<file path="src/pkg/usart_tx_pkg.sv">
// shared constants, enumerations and carrier structs of the serial transmitter
package usart_tx_pkg;

   // ----------------------------------------------------------------
   // timing
   // ----------------------------------------------------------------
   localparam int unsigned CLK_HZ           = 100_000_000;
   localparam int unsigned EXT_SCK_MAX_HZ   = 1_000_000;
   // least system cycles per external clock half period
   localparam int unsigned EXT_SCK_MIN_HALF = CLK_HZ / (2 * EXT_SCK_MAX_HZ);
   localparam logic [3:0]  OVS_LAST_NORMAL  = 4'hf; // 16 samples per bit
   localparam logic [3:0]  OVS_LAST_DOUBLE  = 4'h7; // 8 samples per bit

   // ----------------------------------------------------------------
   // sizes and field positions
   // ----------------------------------------------------------------
   localparam int unsigned BAUD_W_DEF     = 8;
   localparam int unsigned FIFO_DEPTH_DEF = 32;
   localparam int unsigned WORD_W         = 9;
   localparam logic [3:0]  WORD_BITS      = 4'h9;
   localparam logic [2:0]  CHAR_5BIT      = 3'h0;
   localparam logic [2:0]  CHAR_6BIT      = 3'h1;
   localparam logic [2:0]  CHAR_7BIT      = 3'h2;
   localparam logic [2:0]  CHAR_9BIT      = 3'h7;
   localparam int unsigned PAR_EN_POS     = 1;
   localparam int unsigned PAR_ODD_POS    = 0;
   localparam logic        LINE_IDLE      = 1'b1;
   localparam logic        LINE_START     = 1'b0;

   // ----------------------------------------------------------------
   // enumerations
   // ----------------------------------------------------------------
   typedef enum logic [1:0] {
      MODE_ASYNC = 2'b00,
      MODE_SYNC  = 2'b01,
      MODE_I2C   = 2'b10,
      MODE_SPI   = 2'b11
   } op_mode_e;

   typedef enum logic [2:0] {
      TX_IDLE   = 3'b000,
      TX_START  = 3'b001,
      TX_DATA   = 3'b010,
      TX_PARITY = 3'b011,
      TX_STOP1  = 3'b100,
      TX_STOP2  = 3'b101
   } tx_state_e;

   // ----------------------------------------------------------------
   // carriers
   // ----------------------------------------------------------------
   typedef struct packed {
      op_mode_e   op_mode_sel;
      logic       double_speed;
      logic       clock_master_sel;
      logic       clock_edge_sel;
      logic [2:0] char_size_sel;
      logic [1:0] parity_mode_sel;
      logic       stop_bits_sel;
   } serial_cfg_s;

   typedef struct packed {
      logic tx_buffer_empty_flag;
      logic tx_complete_flag;
   } flag_bits_s;

   typedef struct packed {
      logic tx_empty_irq_enable;
      logic tx_complete_irq_enable;
      logic global_irq_enable;
   } irq_ctrl_s;

   typedef struct packed {
      logic bit_tick;
      logic rise;
      logic fall;
      logic sck;
   } clk_evt_s;

endpackage

</file>
<file path="src/verilog/usart_tx_fifo.sv">
// transmit buffer fifo with registered head word
`timescale 1ns/1ps
module usart_tx_fifo
   import usart_tx_pkg::*;
#(
   parameter int unsigned W     = WORD_W,
   parameter int unsigned DEPTH = FIFO_DEPTH_DEF
) (
   // clock and reset
   input  wire logic         clk_i,
   input  wire logic         sys_rst_i,
   // fill side
   input  wire logic         in_valid_i,
   input  wire logic [W-1:0] in_data_i,
   output      logic         in_ready_o,
   // drain side
   output      logic         out_valid_o,
   output      logic [W-1:0] out_data_o,
   input  wire logic         out_ready_i,
   // any word held anywhere
   output      logic         occupied_o
);
   localparam int unsigned AW = $clog2(DEPTH);
   localparam logic [AW:0] FULL_CNT = (AW+1)'(DEPTH);

   typedef struct packed {
      logic [DEPTH-1:0][W-1:0] mem;
      logic [AW-1:0]           wp;
      logic [AW-1:0]           rp;
      logic [AW:0]             cnt;
      logic                    ov;
      logic [W-1:0]            od;
      logic                    rdy;
      logic                    occ;
   } st_s;

   localparam st_s ST_RST = '{rdy: 1'b1, default: '0};

   st_s  q;
   st_s  next_q;
   logic push;
   logic load;

   // push into storage, refill the head register when it empties
   always_comb begin
      next_q = q;
      push   = in_valid_i && q.rdy;
      load   = (q.cnt != '0) && (!q.ov || out_ready_i);
      if (q.ov && out_ready_i) begin
         next_q.ov = 1'b0;
      end
      if (push) begin
         next_q.mem[q.wp] = in_data_i;
         next_q.wp        = q.wp + 1'b1;
      end
      if (load) begin
         next_q.od = q.mem[q.rp];
         next_q.ov = 1'b1;
         next_q.rp = q.rp + 1'b1;
      end
      next_q.cnt = q.cnt + (AW+1)'(push) - (AW+1)'(load);
      // the head register counts toward the depth, so never more than DEPTH words are held
      next_q.rdy = (next_q.cnt + (AW+1)'(next_q.ov)) != FULL_CNT;
      next_q.occ = (next_q.cnt != '0) || next_q.ov;
   end

   // state register
   always_ff @(posedge clk_i or posedge sys_rst_i) begin
      if (sys_rst_i) begin
         q <= ST_RST;
      end else begin
         q <= next_q;
      end
   end

   assign in_ready_o  = q.rdy;
   assign out_valid_o = q.ov;
   assign out_data_o  = q.od;
   assign occupied_o  = q.occ;
endmodule // usart_tx_fifo

</file>
<file path="src/verilog/usart_clock_gen.sv">
// baud generator and external serial clock synchroniser
`timescale 1ns/1ps
module usart_clock_gen
   import usart_tx_pkg::*;
#(
   parameter int unsigned BAUD_W = BAUD_W_DEF
) (
   // clock and reset
   input  wire logic              clk_i,
   input  wire logic              sys_rst_i,
   // configuration
   input  wire serial_cfg_s       cfg_i,
   input  wire logic [BAUD_W-1:0] baud_divisor_i,
   // external clock pin
   input  wire logic              serial_clock_i,
   // registered clock events
   output      clk_evt_s          evt_o
);
   typedef struct packed {
      logic [BAUD_W-1:0] pre;
      logic [3:0]        ovs;
      logic              sck;
      logic              s1;
      logic              s2;
      logic              s3;
      logic              lvl;
      clk_evt_s          evt;
   } st_s;

   st_s        q;
   st_s        next_q;
   logic       wrap;
   logic       sync_mode;
   logic [3:0] ovs_last;

   // prescaler, oversample counter, master clock and slave edge detect
   always_comb begin
      next_q     = q;
      next_q.evt = '0;
      sync_mode  = (cfg_i.op_mode_sel == MODE_SYNC) || (cfg_i.op_mode_sel == MODE_SPI);
      ovs_last   = cfg_i.double_speed ? OVS_LAST_DOUBLE : OVS_LAST_NORMAL;
      wrap       = q.pre >= baud_divisor_i;
      next_q.pre = wrap ? '0 : q.pre + 1'b1;
      next_q.s1  = serial_clock_i;
      next_q.s2  = q.s1;
      next_q.s3  = q.s2;
      if (q.s2 == q.s3) begin
         next_q.lvl = q.s3;
      end
      if (!sync_mode) begin
         if (wrap) begin
            next_q.ovs          = (q.ovs >= ovs_last) ? '0 : q.ovs + 1'b1;
            next_q.evt.bit_tick = q.ovs >= ovs_last;
         end
      end else if (cfg_i.clock_master_sel) begin
         if (wrap) begin
            next_q.sck      = ~q.sck;
            next_q.evt.rise = ~q.sck;
            next_q.evt.fall = q.sck;
         end
      end else begin
         next_q.sck      = next_q.lvl;
         next_q.evt.rise = next_q.lvl & ~q.lvl;
         next_q.evt.fall = ~next_q.lvl & q.lvl;
      end
      next_q.evt.sck = next_q.sck;
   end

   // state register
   always_ff @(posedge clk_i or posedge sys_rst_i) begin
      if (sys_rst_i) begin
         q <= '0;
      end else begin
         q <= next_q;
      end
   end

   assign evt_o = q.evt;
endmodule // usart_clock_gen

</file>
<file path="src/verilog/usart_clock_frame_transmitter.sv">
// serial transmitter: clocking, frame format, parity, buffer and flags
// What this block does
// - two-bit mode field picks asynchronous, synchronous or spi operation; i2c holds the transmitter idle
// - asynchronous normal bit rate is fx over 16 times divisor plus one
// - double speed bit rate is fx over 8 times divisor plus one
// - master serial clock is fx over 2 times divisor plus one
// - external clock is synchronised and edge detected; peer keeps it under 1 MHz
// - synchronous data changes on one clock edge; edge select zero means rising
// - in synchronous and spi modes the master bit drives the clock pin out, otherwise it is an input
// - frames: start, five to nine data, optional parity, one or two stops
// - data leaves least significant bit first after the start bit
// - line idles high; a falling edge starts a frame
// - next frame follows with no gap, or the line goes idle
// - even parity is xor of data bits, odd parity its inverse
// - parity bit sits between last data bit and first stop bit
// - one frame format setting serves both directions
// - transmitter starts frames only while its enable is set
// - data write fills buffer; shifter loads when idle or after last stop
// - buffer empty flag follows the buffer; writing zero clears it
// - buffer empty interrupt while flag, enable and global enable are set
// - complete flag sets when frame is out and buffer holds nothing
// - complete flag clears on interrupt service or on writing zero
// - complete interrupt while flag, enable and global enable are set
// - disabling waits for the frame in flight; pin then released
// - parity inserted only when the upper parity mode bit is one
`timescale 1ns/1ps
module usart_clock_frame_transmitter
   import usart_tx_pkg::*;
#(
   parameter int unsigned BAUD_W     = BAUD_W_DEF,
   parameter int unsigned FIFO_DEPTH = FIFO_DEPTH_DEF
) (
   // clock and reset
   input  wire logic              clk_i,
   input  wire logic              sys_rst_i,
   // configuration
   input  wire serial_cfg_s       cfg_i,
   input  wire logic [BAUD_W-1:0] baud_divisor_i,
   input  wire logic              tx_enable_i,
   // data buffer write
   input  wire logic              data_buffer_wr_i,
   input  wire logic [7:0]        data_buffer_i,
   input  wire logic              tx_ninth_bit_i,
   output      logic              data_ready_o,
   // flags and interrupts
   input  wire logic              flag_wr_i,
   input  wire flag_bits_s        flag_wdata_i,
   input  wire irq_ctrl_s         irq_ctrl_i,
   input  wire logic              tx_complete_ack_i,
   output      logic              tx_buffer_empty_flag_o,
   output      logic              tx_complete_flag_o,
   output      logic              tx_empty_irq_o,
   output      logic              tx_complete_irq_o,
   // pins
   output      logic              serial_out_pin_o,
   output      logic              serial_out_pin_oe_o,
   input  wire logic              serial_clock_pin_i,
   output      logic              serial_clock_pin_o,
   output      logic              serial_clock_pin_oe_o
);

   // ----------------------------------------------------------------
   // state
   // ----------------------------------------------------------------
   typedef struct packed {
      tx_state_e         state;
      logic [WORD_W-1:0] shreg;
      logic [3:0]        bitn;
      logic [3:0]        nbits;
      logic              par_en;
      logic              par_bit;
      logic              two_stop;
      logic              xacc;
      logic              txd;
      logic              txd_oe;
      logic              sck;
      logic              sck_oe;
      logic              occ_d;
      logic              dre;
      logic              txc;
      logic              irq_dre;
      logic              irq_txc;
   } st_s;

   localparam st_s ST_RST = '{state: TX_IDLE, txd: LINE_IDLE, dre: 1'b1, default: '0};

   st_s               q;
   st_s               next_q;
   clk_evt_s          evt;
   logic              fifo_valid;
   logic [WORD_W-1:0] fifo_word;
   logic              fifo_occ;
   logic              fifo_pop;
   logic              frame_done;
   logic              sync_mode;
   logic              adv;
   logic              start_ok;
   logic [3:0]        load_bits;
   logic [WORD_W-1:0] load_mask;
   logic              dre_clr;
   logic              txc_set;
   logic              txc_clr;

   // ----------------------------------------------------------------
   // clocking and buffer
   // ----------------------------------------------------------------
   // baud generator and external clock synchroniser
   usart_clock_gen #(
      .BAUD_W (BAUD_W)
   ) u_clock_gen (
      .clk_i          (clk_i),
      .sys_rst_i      (sys_rst_i),
      .cfg_i          (cfg_i),
      .baud_divisor_i (baud_divisor_i),
      .serial_clock_i (serial_clock_pin_i),
      .evt_o          (evt)
   );

   // transmit buffer, ninth bit captured with the low byte
   usart_tx_fifo #(
      .W     (WORD_W),
      .DEPTH (FIFO_DEPTH)
   ) u_tx_fifo (
      .clk_i       (clk_i),
      .sys_rst_i   (sys_rst_i),
      .in_valid_i  (data_buffer_wr_i),
      .in_data_i   ({tx_ninth_bit_i, data_buffer_i}),
      .in_ready_o  (data_ready_o),
      .out_valid_o (fifo_valid),
      .out_data_o  (fifo_word),
      .out_ready_i (fifo_pop),
      .occupied_o  (fifo_occ)
   );

   // mode decode and the bit advance event
   assign sync_mode = (cfg_i.op_mode_sel == MODE_SYNC) ||
                      (cfg_i.op_mode_sel == MODE_SPI);
   assign adv = sync_mode ? (cfg_i.clock_edge_sel ? evt.fall : evt.rise)
                          : evt.bit_tick;
   assign start_ok = tx_enable_i && fifo_valid &&
                     (cfg_i.op_mode_sel != MODE_I2C);

   // data bit count from the shared character size field
   always_comb begin
      unique case (cfg_i.char_size_sel)
         CHAR_5BIT: load_bits = 4'h5;
         CHAR_6BIT: load_bits = 4'h6;
         CHAR_7BIT: load_bits = 4'h7;
         CHAR_9BIT: load_bits = WORD_BITS;
         default:   load_bits = 4'h8;
      endcase
      load_mask = {WORD_W{1'b1}} >> (WORD_BITS - load_bits);
   end

   // ----------------------------------------------------------------
   // frame sequencer and flags
   // ----------------------------------------------------------------
   always_comb begin
      next_q     = q;
      frame_done = 1'b0;
      fifo_pop   = 1'b0;
      unique case (q.state)
         TX_IDLE: begin
            if (adv && start_ok) begin
               fifo_pop     = 1'b1;
               next_q.state = TX_START;
            end
         end
         TX_START: begin
            if (adv) begin
               next_q.state = TX_DATA;
               next_q.bitn  = '0;
               next_q.xacc  = 1'b0;
            end
         end
         TX_DATA: begin
            if (adv) begin
               next_q.xacc  = q.xacc ^ q.shreg[0];
               next_q.shreg = q.shreg >> 1;
               next_q.bitn  = q.bitn + 1'b1;
               if (q.bitn == q.nbits - 1'b1) begin
                  next_q.state = q.par_en ? TX_PARITY : TX_STOP1;
               end
            end
         end
         TX_PARITY: begin
            if (adv) begin
               next_q.state = TX_STOP1;
            end
         end
         TX_STOP1: begin
            if (adv) begin
               if (q.two_stop) begin
                  next_q.state = TX_STOP2;
               end else begin
                  frame_done = 1'b1;
               end
            end
         end
         TX_STOP2: begin
            if (adv) begin
               frame_done = 1'b1;
            end
         end
         default: begin
            next_q.state = TX_IDLE;
         end
      endcase

      // back to back frame or idle once the last stop bit ends
      if (frame_done) begin
         if (start_ok) begin
            fifo_pop     = 1'b1;
            next_q.state = TX_START;
         end else begin
            next_q.state = TX_IDLE;
         end
      end

      // load the shifter and latch the format for this frame
      if (fifo_pop) begin
         next_q.shreg    = fifo_word & load_mask;
         next_q.nbits    = load_bits;
         next_q.par_en   = cfg_i.parity_mode_sel[PAR_EN_POS];
         next_q.par_bit  = (^(fifo_word & load_mask)) ^
                           cfg_i.parity_mode_sel[PAR_ODD_POS];
         next_q.two_stop = cfg_i.stop_bits_sel;
      end

      // line level follows the next state
      unique case (next_q.state)
         TX_START:  next_q.txd = LINE_START;
         TX_DATA:   next_q.txd = next_q.shreg[0];
         TX_PARITY: next_q.txd = next_q.par_bit;
         default:   next_q.txd = LINE_IDLE;
      endcase
      next_q.txd_oe = tx_enable_i || (next_q.state != TX_IDLE);

      // serial clock pin
      next_q.sck    = evt.sck;
      next_q.sck_oe = sync_mode && cfg_i.clock_master_sel;

      // buffer empty flag: emptying wins over a software clear
      next_q.occ_d = fifo_occ;
      dre_clr      = flag_wr_i && !flag_wdata_i.tx_buffer_empty_flag;
      if (fifo_occ) begin
         next_q.dre = 1'b0;
      end else if (q.occ_d) begin
         next_q.dre = 1'b1;
      end else if (dre_clr) begin
         next_q.dre = 1'b0;
      end

      // transmit complete flag: set wins over clear
      txc_set    = frame_done && !fifo_occ && !fifo_pop;
      txc_clr    = tx_complete_ack_i ||
                   (flag_wr_i && !flag_wdata_i.tx_complete_flag);
      next_q.txc = txc_set || (q.txc && !txc_clr);

      // interrupt requests
      next_q.irq_dre = next_q.dre && irq_ctrl_i.tx_empty_irq_enable &&
                       irq_ctrl_i.global_irq_enable;
      next_q.irq_txc = next_q.txc && irq_ctrl_i.tx_complete_irq_enable &&
                       irq_ctrl_i.global_irq_enable;
   end

   // state register
   always_ff @(posedge clk_i or posedge sys_rst_i) begin
      if (sys_rst_i) begin
         q <= ST_RST;
      end else begin
         q <= next_q;
      end
   end

   // outputs
   assign serial_out_pin_o       = q.txd;
   assign serial_out_pin_oe_o    = q.txd_oe;
   assign serial_clock_pin_o     = q.sck;
   assign serial_clock_pin_oe_o  = q.sck_oe;
   assign tx_buffer_empty_flag_o = q.dre;
   assign tx_complete_flag_o     = q.txc;
   assign tx_empty_irq_o         = q.irq_dre;
   assign tx_complete_irq_o      = q.irq_txc;
endmodule // usart_clock_frame_transmitter

</file>
<file path="config.mk">
export PLATFORM = sky130hd
export DESIGN_NAME = usart_clock_frame_transmitter
export DESIGN_NICKNAME = d
export VERILOG_FILES = /design/src/pkg/usart_tx_pkg.sv /design/src/verilog/usart_tx_fifo.sv /design/src/verilog/usart_clock_gen.sv /design/src/verilog/usart_clock_frame_transmitter.sv
export SDC_FILE = /design/constraint.sdc
export NUM_CORES = 1
export LEC_CHECK = 0
export BUFFER_PORTS_ARGS = -buffer_cell sky130_fd_sc_hd__buf_2
export CORE_MARGIN = 2
export CORE_UTILIZATION = 55
export CTS_CLUSTER_DIAMETER = 120
export CTS_CLUSTER_SIZE = 28
export DETAILED_ROUTE_END_ITERATION = 6
export PLACE_DENSITY = 0.77
export SLEW_MARGIN = 20
export SYNTH_ARGS = -nofsm -noshare
export SYNTH_HDL_FRONTEND = slang
export SYNTH_HIERARCHICAL = 1
export SYNTH_SLANG_ARGS = --single-unit
</file>
<file path="constraint.sdc">
create_clock -name clk_i -period 8.5 [get_ports clk_i]
set_input_delay 0.425 -clock clk_i [delete_from_list [all_inputs] [get_ports clk_i]]
set_output_delay 0.425 -clock clk_i [all_outputs]
set_load 0.005 [all_outputs]
</file>
; Word-level counts from Yosys, hierarchy flattened
; Index checks and enable logic that the tools add are counted.
[word_totals]
reg_bits = 368
latchBits = 0
ramBits = 0
romBits = 0
in_bits = 40
out_inout_bits = 9
word_cells = 201
memories = 0
[op_classes]
n_addsub = 10
mul = 0
div_mod_pow = 0
magnitude_cmp = 5
eq_ne = 20
shifts = 1
mux = 49
n_bitwise = 8
n_reduce_logical = 42
[op_table]
columns = op, n
row1 = bitwise mux 288 bit, 1
row2 = binary-select mux 9 bit (select 5 bit), 1
row3 = demux 9 bit (select 5 bit), 1
row4 = 2-to-1 mux 9 bit, 4
row5 = 2-to-1 mux 3 bit, 8
row6 = 2-to-1 mux 1 bit, 19
row7 = one-hot mux 3 bit (6 select lines), 1
row8 = logical AND 1 bit, 17
row9 = 2-to-1 mux 16 bit, 1
row10 = one-hot mux 4 bit (4 select lines), 1
row11 = equality test 3 x 2 -> 1 bit (second input constant), 5
row12 = adder 6 x 1 -> 6 bit, 2
row13 = < comparator 5 x 6 -> 1 bit (second input constant), 2
row14 = 2-to-1 mux 4 bit, 3
row15 = nonzero test 6 bit, 2
row16 = adder 5 x 1 -> 5 bit (second input constant), 2
row17 = 2-to-1 mux 10 bit, 1
row18 = bitwise AND 9 bit, 1
row19 = equality test 3 x 1 -> 1 bit (second input constant), 3
row20 = equality test 3 bit (second input constant), 3
row21 = parity 9 bit, 1
row22 = right shift 9 x 4 -> 9 bit (first input constant), 1
row23 = adder 4 x 1 -> 4 bit (second input constant), 2
row24 = adder 8 x 1 -> 8 bit (second input constant), 1
row25 = other kinds (28), 52

; Longest topological paths before layout
[depth]
ltp_word = 13
depth_mapped = 17
ltp_nobuf = 15

; Hierarchy
; Netlist, hierarchy kept.
[by_module_without_submodules]
columns = mod, n_inst, cells_per_inst, area_per_inst_um2, seq_area_each_um2
row1 = usart_tx_fifo, 1, 1009, 14694.1, 7908.8
row2 = usart_clock_frame_transmitter, 1, 237, 2165.8, 803.3
row3 = usart_clock_gen, 1, 108, 1156.1, 500.5

; Least setup slack after synthesis
; OpenSTA, ideal clock, no wires.
[synth_path]
path_type = input to register
start = input cfg_i[6] in the netlist's numbering
end = register u_tx_fifo.q (netlist bit u_tx_fifo/in_ready_o)
setup_time_ns = 0.096
t_arrival_ns = 3.927
required_time_ns = 8.404
path_slack_ns = 4.477
stages = 14
path_buffers = 1
path_cell_list = mux2i_1 -> a211oi_1 -> nand4b_1 -> inv_2 -> inv_1 -> a21oi_1 -> clkbuf_1 -> ha_1 -> inv_1 -> ha_1 -> fa_1 -> ha_1 -> a2111oi_0 -> a22oi_1
[synth_rtl]
columns = element, line
row1 = "start, declared", usart_clock_frame_transmitter.sv:37  ; input wire serial_cfg_s cfg_i,
row2 = "end signal, assigned", usart_tx_fifo.sv:72  ; q <= next_q;
row3 = "end, declared", usart_tx_fifo.sv:39  ; st_s q;

==> out/qor.yml <==
hpwlAfterDp_mm: 25.3
final_layout_size_suffix_gt1_share_pct: 36.8
ir_worst_vdd_v: 0.000197
postLayoutSetupSlackWorst_ps: 3810
drt_iter0_drc: 806
synth.area.mux_share_pct: 28.0
worst_setup_hold_path_clk_slew_ps: 100
cp_max_fo: 25
syn_inst: 1354
layout_commonest_cell: "dfrtp_1"
outcome: "finished, final reports clean"
layout.area.seq_sq_um: 9220
r2r_start: "u_clock_gen/evt_o[1]$_DFF_PP0_"
min_period_over_period_pct: 55.1
ys_warn_count: 6
syn_to_final_growth_pct: 5.08
fp.dieArea_sq_um: 34200
async_flop_share_pct: 100
wl_met3_mm: 1.40
r2r_slack_ps: 3810
avgSynthCellArea_sq_um: 13.3
syn_nets: 1426
finalHoldViolCount: 0
layout_common_cells: "dfrtp_1 (362), mux2_2 (299), mux2i_1 (65)"
route.met2.wl_mm: 19.4
grt_pass1_vias: 11300
placementRows: 66
fin_tns_setup_ps: 0
die_h_um: 185
synth-edff-count: 0
h-tree-depth: 1
finalCriticalPeriod_ps: 4690
max_stage_delay_ps: 890
final_nets: 1418
max_slew.worst_pin.slew_ps: 1020
wl_mm: 38.3
post_drt_wl_per_cell_um: 21.4
endpoint_kind: "register"
ys_seq_area_share_pct: 51.1
grt_max_degree: 176
worstSetupPathType: "register to register"
wl_met1_mm: 16.9
fill_cells: 2628
start_util_pct: 55.7
worst_slew_margin_rel_pct: 31.9
clock-sinks: 368
power_w: 0.00624
numCtsBuffers: 17
grt_use_total_pct: 22.8
maxCapViolCount: 0
fp.coreArea_sq_um: 32400
synth_compound_area_share_pct: 6.21
top_layer: "met4"
cts_tree: "yes"
grt_overflow: 0
slowest_stage: "nand4b_1"
numPortBuffers: 48
synth_ff_type: "dfrtp_1"
rsz0062_at_grt: "false"
powerDensity_nw_per_um2: 330
clock.fmax_mhz: 213
p_leak_nw: 8.53
drc_errors: 0
synth-simple-area-share_pct: 7.14
synth-seq-cells: 368
min_path_type: "input port to async pin"
cts_setup_buffers: 0
synthAdderAreaFrac_pct: 2.38
finalSetupViolCount: 0
die_x_um: 185
synth_top_family_by_area: "multiplexers"
antenna_found_initial: 1
multi_input_area_sq_um: 8160
cts.root.buffer_cell: "clkbuf_16"
ios: 49
final_max_slew_viol_count: 0
dr_total_vias: 10900
clk_path_buf_depth: 3
path_cells: "mux2i_1 -> a211oi_1 -> nand4b_1 -> inv_2 -> inv_1 -> a21oi_1 -> buf_4 -> ha_1 -> inv_1 -> ha_1 -> fa_1 -> ha_1 -> a2111oi_0 -> a22oi_1"
crit_required_ps: 8940
path_common_cell: "ha_1"
skew_ps: 38.2
clk_latency_ps: 530
crit_start: "u_clock_gen/evt_o[1]$_DFF_PP0_"
dp_slack_ps: 3500
place_congestion: 0.857
vias_per_cell: 6.10
critPathArrivalTime_ps: 5130
drt-pass1-iter-count: 5
grt_pass1_wl_mm: 61.3
worstSetupStartpointType: "register"
ant_nets: 0
yosysUniqueCellTypes: 92
syn_area_sq_um: 18000
synthXorXnorAreaFrac_pct: 1.58
[Yosys cell counts, types with 7 or more instances]
| cell | instances | area share (%) |
|---|---|---|
| dfrtp_1 | 365 | 51 |
| mux2_2 | 299 | 19 |
| mux2i_1 | 65 | 3.6 |
| mux4_2 | 45 | 5.6 |
| nor2_1 | 43 | 0.90 |
| clkbuf_1 | 42 | 0.88 |
| inv_1 | 42 | 0.88 |
| nand2_1 | 42 | 0.88 |
| ha_1 | 31 | 2.2 |
| a21oi_1 | 28 | 0.78 |
| o21ai_0 | 27 | 0.75 |
| o22ai_1 | 21 | 0.73 |
| buf_2 | 19 | 0.53 |
| nand3_1 | 19 | 0.53 |
| xnor2_1 | 19 | 0.92 |
| nor3_1 | 17 | 0.47 |
| buf_4 | 16 | 0.67 |
| nor2_2 | 16 | 0.56 |
| nand2_2 | 13 | 0.45 |
| and3_1 | 12 | 0.42 |
| nor4_1 | 11 | 0.38 |
| a2111oi_2 | 9 | 0.75 |
| a22o_1 | 9 | 0.44 |
| nand3b_1 | 8 | 0.33 |
| xor2_1 | 8 | 0.39 |
| buf_6 | 7 | 0.44 |
| o21ai_1 | 7 | 0.19 |
[layout make-up]
class | instances | area share (%)
multi-input cells | 855 | 43.1
well taps | 442 | 2.92
clock inverters | 2 | 0.205
inverters | 44 | 0.892
diodes | 1 | 0.0132
flip-flops and latches | 368 | 48.7
repair buffers | 60 | 1.84
clock buffers | 20 | 2.31
[cell families (layout without fill, tap and decap cells)]
kind of cell / Yosys count / count (layout)
fa+ha+maj: 34 / 34
xor+xnor: 30 / 30
mux: 410 / 410
simple gates: 232 / 232
buf+inv: 131 / 126
other cells: 0 / 1
flops: 368 / 368
compound gates: 149 / 149
[what timing repair did]
item | CTS | global route
resized for setup | 0 | 0
endpoints found under the hold margin | 1 | 0
setup endpoints to repair | 0 | 0
hold buffers | 1 | 0
[path summary, 6_finish.rpt]
kind,endpoint,depth (start not counted)
setup reg to reg,u_tx_fifo/in_ready_o$_DFF_PP1_,14
hold reg to reg,u_clock_gen/next_q[5]$_DFF_PP0_,0
setup / recovery,u_tx_fifo/in_ready_o$_DFF_PP1_,14
max in group asynchronous,u_tx_fifo/q[226]$_DFFE_PP0P_,4
min in group clk_i,tx_empty_irq_o$_DFF_PP0_,2
hold / removal,q[4]$_DFF_PP0_,3
[registers in the layout (all words and copies together) (netlist names), 2 cells and up]
| signal | cells |
|---|---|
| u_tx_fifo/q | 304 |
| u_clock_gen/evt_o | 4 |
| u_clock_gen/q | 14 |
| u_clock_gen/next_q | 2 |
| u_tx_fifo/out_data_o | 9 |
| q | 24 |
[report_power, final]
part	switching [W]	internal (W)
clock network	0.000545	0.000378
registers	0.000469	0.00243
logic	0.00115	0.00127
total	0.00216	0.00408
[per-layer routing]
metal  GRT usage [%]  vias to the layer above
li1                -                     4888
met1            31.7                     5798
met2            38.9                      209
met3            2.46                       36
met4            5.21                        0
met5               0                        -
[through the flow]
step	cell area, sq um	util [%]	std cells	hold WS [ps]
2_1_floorplan	18000	-	1354	331
3_3_place_gp	18400	57.0	1768	335
3_5_place_dp	18400	57.0	1768	342
4_1_cts	18900	58.5	1791	11.6
5_1_grt	18900	58.5	1792	39.4
6_report	18900	58.5	1792	13.6
[critical path: cells and delay by family (launching register included)]
family                   cells  cell delay (ps)
AND/OR/NAND/NOR              1              890
multiplexers                 1              130
buffers and inverters        4              820
adder cells (fa/ha/maj)      4             1280
AO/OA/AOI/OAI                4             1140
flip-flops                   1              340
No activity file was read; power rests on OpenSTA's default activity.
